`src/urd_pkg.sv`:
```
// Shared constants and types for the redriver strap and mode control
package urd_pkg;
   localparam int CLK_MHZ = 250;
   localparam logic [6:0] MGMT_ADDR = 7'h2C;
   localparam logic [1:0] BOOST_OPEN_LEVEL = 2'h3;
   localparam logic [7:0] BOOST_CFG_RESET = 8'h0F;
   localparam int BOOST_EDGE_LSB = 0;
   localparam int BOOST_DC_LSB = 2;
   localparam int CHIRP_MIN_US = 18;
   localparam int CHIRP_MAX_US = 128;
   localparam int CHIRP_MIN_CYC = CHIRP_MIN_US * CLK_MHZ;
   localparam int CHIRP_MAX_CYC = CHIRP_MAX_US * CLK_MHZ;
   localparam int CHIRP_CNT_W = 16;
   localparam int I2C_BITS = 8;

   typedef enum logic [1:0]
   {
      URD_SENS_LOW = 2'b00,
      URD_SENS_MED = 2'b01,
      URD_SENS_HIGH = 2'b10
   } urd_sens_t;

   typedef enum logic [2:0]
   {
      URD_HS_IDLE = 3'b000,
      URD_HS_BUS_RST = 3'b001,
      URD_HS_CHIRP_J = 3'b010,
      URD_HS_CHIRP_K = 3'b011,
      URD_HS_SQ_WAIT = 3'b100,
      URD_HS_FIXTURE = 3'b101,
      URD_HS_ACTIVE = 3'b110
   } urd_hs_t;

   typedef enum logic [2:0]
   {
      URD_I2C_IDLE = 3'b000,
      URD_I2C_ADDR = 3'b001,
      URD_I2C_ACK_A = 3'b010,
      URD_I2C_WR = 3'b011,
      URD_I2C_ACK_W = 3'b100,
      URD_I2C_RD = 3'b101,
      URD_I2C_ACK_R = 3'b110
   } urd_i2c_t;
endpackage

```
`src/urd_mgmt_if.sv`:
```
// Signals between the mode control and its management target
`timescale 1ns/1ps
`default_nettype none
interface urd_mgmt_if;
   logic enable;
   logic scl;
   logic sda_in;
   logic sda_oe;
   logic wr_stb;
   logic [7:0] wr_data;
   logic [7:0] rd_data;
   modport ctrl (output enable, output scl, output sda_in, output rd_data,
      input sda_oe, input wr_stb, input wr_data);
   modport tgt (input enable, input scl, input sda_in, input rd_data,
      output sda_oe, output wr_stb, output wr_data);
endinterface
`default_nettype wire

```
`src/urd_mgmt_target.sv`:
```
// Two-wire management target with one read/write configuration byte
`timescale 1ns/1ps
`default_nettype none
module urd_mgmt_target
   import urd_pkg::*;
(
   input wire logic i_core_clk,
   input wire logic i_reset,
   urd_mgmt_if.tgt bus
);
   urd_i2c_t st_r, st_nxt;
   logic [7:0] sh_r, sh_nxt;
   logic [3:0] cnt_r, cnt_nxt;
   logic oe_r, oe_nxt;
   logic rnw_r, rnw_nxt;
   logic stb_r, stb_nxt;
   logic scl_d_r, sda_d_r;
   logic rise, fall, start, stop;

   assign rise = bus.scl & ~scl_d_r;
   assign fall = ~bus.scl & scl_d_r;
   assign start = bus.scl & scl_d_r & sda_d_r & ~bus.sda_in;
   assign stop = bus.scl & scl_d_r & ~sda_d_r & bus.sda_in;
   assign bus.sda_oe = oe_r;
   assign bus.wr_stb = stb_r;
   assign bus.wr_data = sh_r;

   always_comb
   begin
      st_nxt = st_r;
      sh_nxt = sh_r;
      cnt_nxt = cnt_r;
      oe_nxt = oe_r;
      rnw_nxt = rnw_r;
      stb_nxt = 1'b0;
      if (!bus.enable || stop)
      begin
         st_nxt = URD_I2C_IDLE;
         oe_nxt = 1'b0;
      end
      else if (start)
      begin
         st_nxt = URD_I2C_ADDR;
         cnt_nxt = 4'h0;
         oe_nxt = 1'b0;
      end
      else
      begin
         case (st_r)
            URD_I2C_ADDR, URD_I2C_WR:
            begin
               if (rise && cnt_r < 4'(I2C_BITS))
               begin
                  sh_nxt = {sh_r[6:0], bus.sda_in};
                  cnt_nxt = cnt_r + 4'h1;
               end
               else if (fall && cnt_r == 4'(I2C_BITS))
               begin
                  if (st_r == URD_I2C_WR)
                  begin
                     stb_nxt = 1'b1;
                     oe_nxt = 1'b1;
                     st_nxt = URD_I2C_ACK_W;
                  end
                  else if (sh_r[7:1] == MGMT_ADDR)
                  begin
                     rnw_nxt = sh_r[0];
                     oe_nxt = 1'b1;
                     st_nxt = URD_I2C_ACK_A;
                  end
                  else
                     st_nxt = URD_I2C_IDLE;
               end
            end
            URD_I2C_ACK_A, URD_I2C_ACK_W:
            begin
               if (fall)
               begin
                  cnt_nxt = 4'h0;
                  if (rnw_r)
                  begin
                     sh_nxt = {bus.rd_data[6:0], 1'b0};
                     oe_nxt = ~bus.rd_data[7];
                     cnt_nxt = 4'h1;
                     st_nxt = URD_I2C_RD;
                  end
                  else
                  begin
                     oe_nxt = 1'b0;
                     st_nxt = URD_I2C_WR;
                  end
               end
            end
            URD_I2C_RD:
            begin
               if (fall)
               begin
                  if (cnt_r == 4'(I2C_BITS))
                  begin
                     oe_nxt = 1'b0;
                     st_nxt = URD_I2C_ACK_R;
                  end
                  else
                  begin
                     oe_nxt = ~sh_r[7];
                     sh_nxt = {sh_r[6:0], 1'b0};
                     cnt_nxt = cnt_r + 4'h1;
                  end
               end
            end
            URD_I2C_ACK_R:
            begin
               if (rise)
                  st_nxt = bus.sda_in ? URD_I2C_IDLE : URD_I2C_ACK_A;
            end
            default:
               st_nxt = URD_I2C_IDLE;
         endcase
      end
   end

   always_ff @(posedge i_core_clk or posedge i_reset)
   begin
      if (i_reset)
      begin
         st_r <= URD_I2C_IDLE;
         sh_r <= 8'h00;
         cnt_r <= 4'h0;
         oe_r <= 1'b0;
         rnw_r <= 1'b0;
         stb_r <= 1'b0;
         scl_d_r <= 1'b1;
         sda_d_r <= 1'b1;
      end
      else
      begin
         st_r <= st_nxt;
         sh_r <= sh_nxt;
         cnt_r <= cnt_nxt;
         oe_r <= oe_nxt;
         rnw_r <= rnw_nxt;
         stb_r <= stb_nxt;
         scl_d_r <= bus.scl;
         sda_d_r <= bus.sda_in;
      end
   end
endmodule
`default_nettype wire

```
`src/urd_mode_ctrl.sv`:
```
// Strap capture, mode selection and high-speed flag of the redriver
`timescale 1ns/1ps
`default_nettype none
// Contract
// - Boost strap is taken once after power-up; later pin changes are ignored.
// - An open boost strap selects boost level 3.
// - Strap sets edge and DC boost together; management sets them apart.
// - Charging port controller is on while its enable input is low.
// - Strap mode: sensitivity pin read at reset as high, open or low.
// - After reset in strap mode the sensitivity pin drives the HS flag.
// - Flag sets on fixture seen from disconnect, then test packet; in management mode it stays low.
// - Flag sets on squelch after bus reset and one 18-128 us J/K pair; in management mode it stays low.
// - In management mode the target answers at 7-bit address 0x2C.
// - Reset/enable input low holds reset and shutdown; high runs normally.
// - Management mode only if both management lines are high at power-up.
module urd_mode_ctrl
   import urd_pkg::*;
#(
   parameter int CHIRP_MIN = CHIRP_MIN_CYC,
   parameter int CHIRP_MAX = CHIRP_MAX_CYC
)
(
   input wire logic i_core_clk,
   input wire logic i_reset,
   input wire logic i_reset_enable_n,
   input wire logic i_charge_port_enable_n,
   input wire logic [1:0] i_boost_strap,
   input wire logic i_boost_strap_open,
   input wire logic i_sens_pin_in,
   input wire logic i_sens_pin_open,
   input wire logic i_mgmt_clock_in,
   input wire logic i_mgmt_data_in,
   input wire logic i_line_disconnected,
   input wire logic i_fixture_detect,
   input wire logic i_test_packet,
   input wire logic i_bus_reset,
   input wire logic i_chirp_j,
   input wire logic i_chirp_k,
   input wire logic i_squelch,
   output logic o_active,
   output logic o_charge_port_en,
   output logic o_mgmt_mode,
   output logic [1:0] o_edge_boost,
   output logic [1:0] o_dc_boost,
   output logic [1:0] o_rx_sensitivity,
   output logic o_sens_pin_out,
   output logic o_sens_pin_oe,
   output logic o_high_speed_active_flag,
   output logic o_mgmt_data_out,
   output logic o_mgmt_data_oe
);
   generate
      if (CHIRP_MIN < 1 || CHIRP_MIN > CHIRP_MAX ||
          CHIRP_MAX >= (1 << CHIRP_CNT_W) - 1)
      begin : g_bad_chirp
         $error("Chirp window does not fit the counter");
      end
   endgenerate

   urd_mgmt_if mif();

   logic taken_r, taken_nxt;
   logic mgmt_r, mgmt_nxt;
   logic [1:0] strap_r, strap_nxt;
   urd_sens_t sens_r, sens_nxt;
   logic active_r, active_nxt;
   logic cdp_r, cdp_nxt;
   logic [7:0] cfg_r, cfg_nxt;
   logic [1:0] edge_r, edge_nxt;
   logic [1:0] dc_r, dc_nxt;
   logic sens_oe_r, sens_oe_nxt;
   urd_hs_t hs_r, hs_nxt;
   logic [CHIRP_CNT_W-1:0] cnt_r, cnt_nxt;
   logic flag_r, flag_nxt;
   logic data_oe_r;
   logic in_window;

   assign mif.enable = mgmt_r & active_r;
   assign mif.scl = i_mgmt_clock_in;
   assign mif.sda_in = i_mgmt_data_in;
   assign mif.rd_data = cfg_r;

   urd_mgmt_target u_target
   (
      .i_core_clk(i_core_clk),
      .i_reset(i_reset),
      .bus(mif.tgt)
   );

   // Configuration capture and mode outputs
   always_comb
   begin
      taken_nxt = 1'b1;
      mgmt_nxt = mgmt_r;
      strap_nxt = strap_r;
      sens_nxt = sens_r;
      cfg_nxt = cfg_r;
      if (!taken_r)
      begin
         mgmt_nxt = i_mgmt_clock_in & i_mgmt_data_in;
         strap_nxt = i_boost_strap_open ? BOOST_OPEN_LEVEL :
            i_boost_strap;
      end
      if (!taken_r || !i_reset_enable_n)
      begin
         if (i_sens_pin_open)
            sens_nxt = URD_SENS_MED;
         else if (i_sens_pin_in)
            sens_nxt = URD_SENS_HIGH;
         else
            sens_nxt = URD_SENS_LOW;
      end
      if (mif.wr_stb)
         cfg_nxt = mif.wr_data;
      active_nxt = taken_r & i_reset_enable_n;
      cdp_nxt = active_nxt & ~i_charge_port_enable_n;
      if (mgmt_r)
      begin
         edge_nxt = cfg_r[BOOST_EDGE_LSB +: 2];
         dc_nxt = cfg_r[BOOST_DC_LSB +: 2];
      end
      else
      begin
         edge_nxt = strap_r;
         dc_nxt = strap_r;
      end
      sens_oe_nxt = active_nxt & ~mgmt_r;
   end

   always_ff @(posedge i_core_clk or posedge i_reset)
   begin
      if (i_reset)
      begin
         taken_r <= 1'b0;
         mgmt_r <= 1'b0;
         strap_r <= BOOST_OPEN_LEVEL;
         sens_r <= URD_SENS_MED;
         active_r <= 1'b0;
         cdp_r <= 1'b0;
         cfg_r <= BOOST_CFG_RESET;
         edge_r <= BOOST_OPEN_LEVEL;
         dc_r <= BOOST_OPEN_LEVEL;
         sens_oe_r <= 1'b0;
      end
      else
      begin
         taken_r <= taken_nxt;
         mgmt_r <= mgmt_nxt;
         strap_r <= strap_nxt;
         sens_r <= sens_nxt;
         active_r <= active_nxt;
         cdp_r <= cdp_nxt;
         cfg_r <= cfg_nxt;
         edge_r <= edge_nxt;
         dc_r <= dc_nxt;
         sens_oe_r <= sens_oe_nxt;
      end
   end

   // High-speed detection
   assign in_window = cnt_r >= CHIRP_CNT_W'(CHIRP_MIN) &&
      cnt_r <= CHIRP_CNT_W'(CHIRP_MAX);

   always_comb
   begin
      hs_nxt = hs_r;
      cnt_nxt = cnt_r;
      if (!active_nxt || mgmt_r)
         hs_nxt = URD_HS_IDLE;
      else
      begin
         case (hs_r)
            URD_HS_IDLE:
            begin
               if (i_bus_reset)
                  hs_nxt = URD_HS_BUS_RST;
               else if (i_line_disconnected && i_fixture_detect)
                  hs_nxt = URD_HS_FIXTURE;
            end
            URD_HS_FIXTURE:
            begin
               if (i_test_packet)
                  hs_nxt = URD_HS_ACTIVE;
               else if (!i_fixture_detect)
                  hs_nxt = URD_HS_IDLE;
            end
            URD_HS_BUS_RST:
            begin
               cnt_nxt = '0;
               if (i_chirp_j)
               begin
                  cnt_nxt = CHIRP_CNT_W'(1);
                  hs_nxt = URD_HS_CHIRP_J;
               end
            end
            URD_HS_CHIRP_J, URD_HS_CHIRP_K:
            begin
               if ((hs_r == URD_HS_CHIRP_J) ? i_chirp_j : i_chirp_k)
               begin
                  if (cnt_r <= CHIRP_CNT_W'(CHIRP_MAX))
                     cnt_nxt = cnt_r + 1'b1;
               end
               else if (!in_window)
                  hs_nxt = URD_HS_IDLE;
               else if (hs_r == URD_HS_CHIRP_J && i_chirp_k)
               begin
                  cnt_nxt = CHIRP_CNT_W'(1);
                  hs_nxt = URD_HS_CHIRP_K;
               end
               else if (hs_r == URD_HS_CHIRP_K)
                  hs_nxt = URD_HS_SQ_WAIT;
               else
                  hs_nxt = URD_HS_IDLE;
            end
            URD_HS_SQ_WAIT:
            begin
               if (i_chirp_j || i_chirp_k || i_line_disconnected)
                  hs_nxt = URD_HS_IDLE;
               else if (i_squelch)
                  hs_nxt = URD_HS_ACTIVE;
            end
            URD_HS_ACTIVE:
            begin
               if (i_bus_reset)
                  hs_nxt = URD_HS_BUS_RST;
               else if (i_line_disconnected)
                  hs_nxt = URD_HS_IDLE;
            end
            default:
               hs_nxt = URD_HS_IDLE;
         endcase
      end
      flag_nxt = (hs_nxt == URD_HS_ACTIVE);
   end

   always_ff @(posedge i_core_clk or posedge i_reset)
   begin
      if (i_reset)
      begin
         hs_r <= URD_HS_IDLE;
         cnt_r <= '0;
         flag_r <= 1'b0;
         data_oe_r <= 1'b0;
      end
      else
      begin
         hs_r <= hs_nxt;
         cnt_r <= cnt_nxt;
         flag_r <= flag_nxt;
         data_oe_r <= mif.sda_oe;
      end
   end

   assign o_active = active_r;
   assign o_charge_port_en = cdp_r;
   assign o_mgmt_mode = mgmt_r;
   assign o_edge_boost = edge_r;
   assign o_dc_boost = dc_r;
   assign o_rx_sensitivity = sens_r;
   assign o_sens_pin_out = flag_r;
   assign o_sens_pin_oe = sens_oe_r;
   assign o_high_speed_active_flag = flag_r;
   assign o_mgmt_data_out = 1'b0;
   assign o_mgmt_data_oe = data_oe_r;
endmodule
`default_nettype wire

```
`config.mk`:
```
export PLATFORM = sky130hd
export DESIGN_NAME = urd_mode_ctrl
export DESIGN_NICKNAME = d
export VERILOG_FILES = /design/src/urd_pkg.sv /design/src/urd_mgmt_if.sv /design/src/urd_mgmt_target.sv /design/src/urd_mode_ctrl.sv
export SDC_FILE = /design/constraint.sdc
export NUM_CORES = 1
export LEC_CHECK = 0
export ABC_AREA = 1
export CAP_MARGIN = 0
export CORE_MARGIN = 2
export CORE_UTILIZATION = 35
export CTS_CLUSTER_DIAMETER = 120
export DETAILED_ROUTE_END_ITERATION = 7
export DONT_BUFFER_PORTS = 1
export PLACE_DENSITY_LB_ADDON = 0.12
export SYNTH_ARGS = -nofsm -noshare
export SYNTH_HDL_FRONTEND = slang
export SYNTH_HIERARCHICAL = 1
export SYNTH_SLANG_ARGS = --single-unit
```
`constraint.sdc`:
```
create_clock -name i_core_clk -period 2.1 [get_ports i_core_clk]
set_input_delay 0.21 -clock i_core_clk [delete_from_list [all_inputs] [get_ports i_core_clk]]
set_output_delay 0.21 -clock i_core_clk [all_outputs]
set_load 0.01 [all_outputs]
```
After elaboration in Yosys (flattened, before gate mapping)
Index checks and enable logic that the tools add are counted.
- register bits after elaboration: 62
- input port bits: 18
- add/subtract/negate cells: 2
- magnitude comparators: 3
- eq/ne operators: 34
- muxes and demuxes: 70
- bitwise logic cells: 25
- reductions and logical operators: 28
- operators with widths (kind ; count):
    2-to-1 mux 3 bit ; 24
    2-to-1 mux 16 bit ; 4
    2-to-1 mux 8 bit ; 5
    one-hot mux 16 bit (2 select lines) ; 1
    one-hot mux 8 bit (3 select lines) ; 1
    == test 3 bit, second input constant ; 7
    2-to-1 mux 4 bit ; 5
    != test 4 x 1 -> 1 bit, second input constant ; 5
    2-to-1 mux 1 bit ; 19
    one-hot mux 3 bit (6 select lines) ; 1
    AND reduction 6 bit ; 3
    adder 16 x 1 -> 16 bit, second input constant ; 1
    >= comparator 16 x 13 -> 1 bit, second input constant ; 1
    less-or-equal comparator 16 x 15 -> 1 bit, second input constant ; 1
    2-to-1 mux 2 bit ; 7
    NOT 1 bit ; 13
    AND 1 bit ; 12
    == test 3 x 2 -> 1 bit, second input constant ; 4
    one-hot mux 3 bit (4 select lines) ; 1
    one-hot mux 4 bit (3 select lines) ; 1
    != test 3 x 1 -> 1 bit, second input constant ; 3
    != test 3 bit, second input constant ; 3
    != test 2 x 1 -> 1 bit, second input constant ; 4
    AND reduction 8 bit ; 1
    21 further kinds ; 35

Depth between registers and ports, before layout
- depth in word-level cells: 8
- gate-level depth with buffers: 12

Hierarchy
Netlist, hierarchy kept.
- by module, submodules not included (module ; times used ; cells an instance ; area an instance (µm²)):
    urd_mode_ctrl ; 1 ; 325 ; 2461.1
    urd_mgmt_target ; 1 ; 205 ; 1428.9

Worst setup path after synthesis
No wires, ideal clock.
- path type: register to register
- start point: register, netlist name cnt_r[0]
- end point: register, netlist name cnt_r[9]
- setup time: 0.117 ns
- arrival time: 1.504 ns
- required time: 1.983 ns
- slack: 0.479 ns
- cell stages (with the launch flop): 12
- clock period less this slack: 1.621 ns
- cells stage by stage: dfrtp_1 > inv_1 > ha_1 > nand3_1 > and2b_1 > nand2_1 > nand2_2 > nand2_1 > nand3_2 > buf_4 > nand3_1 > nand2_1

==> results_dict.tcl <==
set metrics [dict create \
    ys.warnings.count 6 \
    synth_area_um2 3890 \
    synth_top_cell_by_area "dfrtp_1" \
    ir_drop_v 0.000353 \
    n_antenna_cell 0 \
    p_per_area_nw_per_um2 617 \
    routed_wl_mm 9.45 \
    final_antenna_net_count 0 \
    die_w_um 109 \
    layout-drive-gt1-share_pct 17.3 \
    die_area_um2 12000 \
    fin_total_pwr_uw 2650 \
    cts_made_buffers 9 \
    vias_per_cell 4.92 \
    cts_tree "yes" \
    finalWeightedCongestion 0.904 \
    critPathRequiredTime_ns 2.33 \
    area_delta_synth_final_pct 10.5 \
    path_max_fanout 13 \
    syn_nets 552 \
    dr.pass1.iters 4 \
    crit_top_cell "nand2_1" \
    critPathMaxStageDelay_ns 0.40 \
    num_io_pins 32 \
    yosysUniqueCellTypes 39 \
    drt-initial-drc-count 192 \
    cp.arrival_ns 2.10 \
    overflow 0 \
    h-tree-depth 3 \
    clock_path_buffers 2 \
    drc 0 \
    start_util_pct 35.9 \
    grt_pass1_vias 3380 \
    synth_top_area_share_pct 31.5 \
    finClkSkew_ns 0.0136 \
    multiInputGateArea_um2 2000 \
    syn_avg_cell_area_um2 7.34 \
    worstSetupPathType "flop to flop" \
    drv_cap 0 \
    syn_inst 530 \
    num_rows 38 \
    final.min_clock_period_ns 1.86 \
    ctsHoldBuffers 7 \
    cp_num_buf_inv 3 \
    detail_route.wl_per_cell_um 13.7 \
    cts_sinks 62 \
    track_usage_pct 17.5 \
    fmax_ghz 0.537 \
    ys_seq_area_share_pct 40.3 \
    rsz0062_at_grt "no" \
    nFillCells 1141 \
    finalSetupTns_ns 0 \
    hold_class "primary input to flop" \
    worst_pin_slew_ns 0.811 \
    cts_setup_buffers 0 \
    synthTopCellsByArea "dfrtp_1 (32%), nand2_1 (14%), dfstp_2 (8.8%)" \
    min_period_over_period_pct 88.7 \
    p_leak_uw 0.00201 \
    setup_violations 0 \
    relSlewSlack_pct 45.9 \
    cts_resized 0 \
    post-dp-hpwl_mm 6.75 \
    io_buffers 0 \
    crit_family "simple AND/OR/NAND/NOR gates" \
    final_common_cell "nand2_1" \
    end_kind "flop" \
    final_cell_mix "nand2_1 (145), nor2_1 (67), nand3_1 (54), inv_1 (52), dfrtp_1 (49)" \
    grt_pass1_wl_mm 16.3 \
    nets 565 \
    grt_max_degree 43 \
    die_h_um 109 \
    regArea_um2 1570 \
    clock_latency_ns 0.35 \
    slowest_stage "dfrtp_1" \
    drv_slew 0 \
    antenna_found_initial 0 \
    synth_seq_cells 62 \
    coreArea_um2 10800 \
    cts_root_buffer "clkbuf_8" \
    cp_cell_sequence "inv_2, nor2_2, nand2_1, nand2_1, nand2_4, inv_4, nand3_2, buf_4, nand3_1, nand2_1" \
    clkTransAtPathRegs_ns 0.08 \
    outcome "finished clean" \
    critPathLaunchType "flop" \
    hold_viol 0 \
    vias 3384 \
]
-- sequential cells by signal, summed over array words and instances (netlist names), 2 cells and up --
name,flops
strap_r,2
o_dc_boost,2
cfg_r,8
o_edge_boost,2
hs_r,3
o_rx_sensitivity,2
cnt_r,16
u_target/cnt_r,4
u_target/bus.wr_data,8
u_target/st_r,3
-- per-layer routing --
layer	track usage, %	share of wire [%]	vias up
li1	-	-	1735
met1	23.1	48	1582
met2	29.0	48	57
met3	3.56	3.5	10
met4	5.06	1.1	0
met5	0	0	-
-- cell type report --
cell class | count | area share, %
multi-input cells | 396 | 46.4
flip-flops and latches | 62 | 36.5
inverters | 59 | 5.21
well taps | 140 | 4.07
repair buffers | 15 | 3.03
clock buffers | 9 | 2.88
clock inverters | 7 | 1.89
-- where the power goes --
group	switching, µW	internal (µW)
Clock	549	565
Combinational	161	79.0
Sequential	46.0	1250
Total	757	1900
-- Yosys cell counts --
cell / n
nand2_1: 145
nor2_1: 67
nand3_1: 54
inv_1: 53
dfrtp_1: 49
o21ai_0: 29
dfstp_2: 13
nand4_1: 11
nor3_1: 10
a21oi_1: 9
nand2_2: 9
o21ai_2: 8
or2_2: 7
buf_6: 5
inv_2: 5
nor2_2: 5
ha_1: 4
mux2_2: 4
nand2_4: 4
nand3_2: 4
nor2_4: 4
a31o_2: 3
buf_2: 3
buf_4: 3
a211oi_1: 2
clkbuf_1: 2
conb_1: 2
nor4_1: 2
o31ai_1: 2
xnor2_1: 2
xor2_1: 2
a21oi_4: 1
a22o_1: 1
and2b_1: 1
inv_4: 1
nand3_4: 1
nand3b_4: 1
nor3b_1: 1
o22ai_1: 1
-- stage by stage --
step	worst slack (ns)	cell area, µm²	util [%]	cells	hold slack (ns)
3_3_place_gp	0.300	4020	37.1	665	0.215
6_report	0.237	4300	39.7	688	0.0116
2_1_floorplan	0.479	3890	-	530	0.172
3_5_place_dp	0.231	4020	37.1	665	0.215
5_1_grt	0.0491	4300	39.7	688	0.0134
4_1_cts	0.219	4300	39.7	688	0.000179
-- logic make-up (layout without fill, tap and decap cells) --
group | count (synthesis) | in the layout | synth area share [%]
AOI/OAI and AO/OA | 56 | 56 | 8.94
xor gates and xnor gates | 4 | 4 | 0.901
adders and majority gates | 4 | 4 | 1.29
buffers and inverters | 72 | 90 | 8.36
DFF | 62 | 62 | 40.3
muxes | 4 | 4 | 1.16
other | 2 | 2 | 0.193
and+or+nand+nor | 326 | 326 | 38.9
-- final timing paths --
path / startpoint / to / slack (ns) / cells after the start
max reg2reg: hs_r[1] / cnt_r[7] / 0.24 / 10
min reg2reg: u_target/bus.sda_oe / o_mgmt_data_oe / 0.39 / 0
min in group asynchronous: i_reset / cnt_r[15] / 0.48 / 3
max in group asynchronous: i_reset / u_target/bus.wr_data[5] / 1.08 / 2
min: i_boost_strap_open / strap_r[0] / 0.01 / 2
max: hs_r[1] / cnt_r[7] / 0.24 / 10
Power figures use the tool's default switching activity.
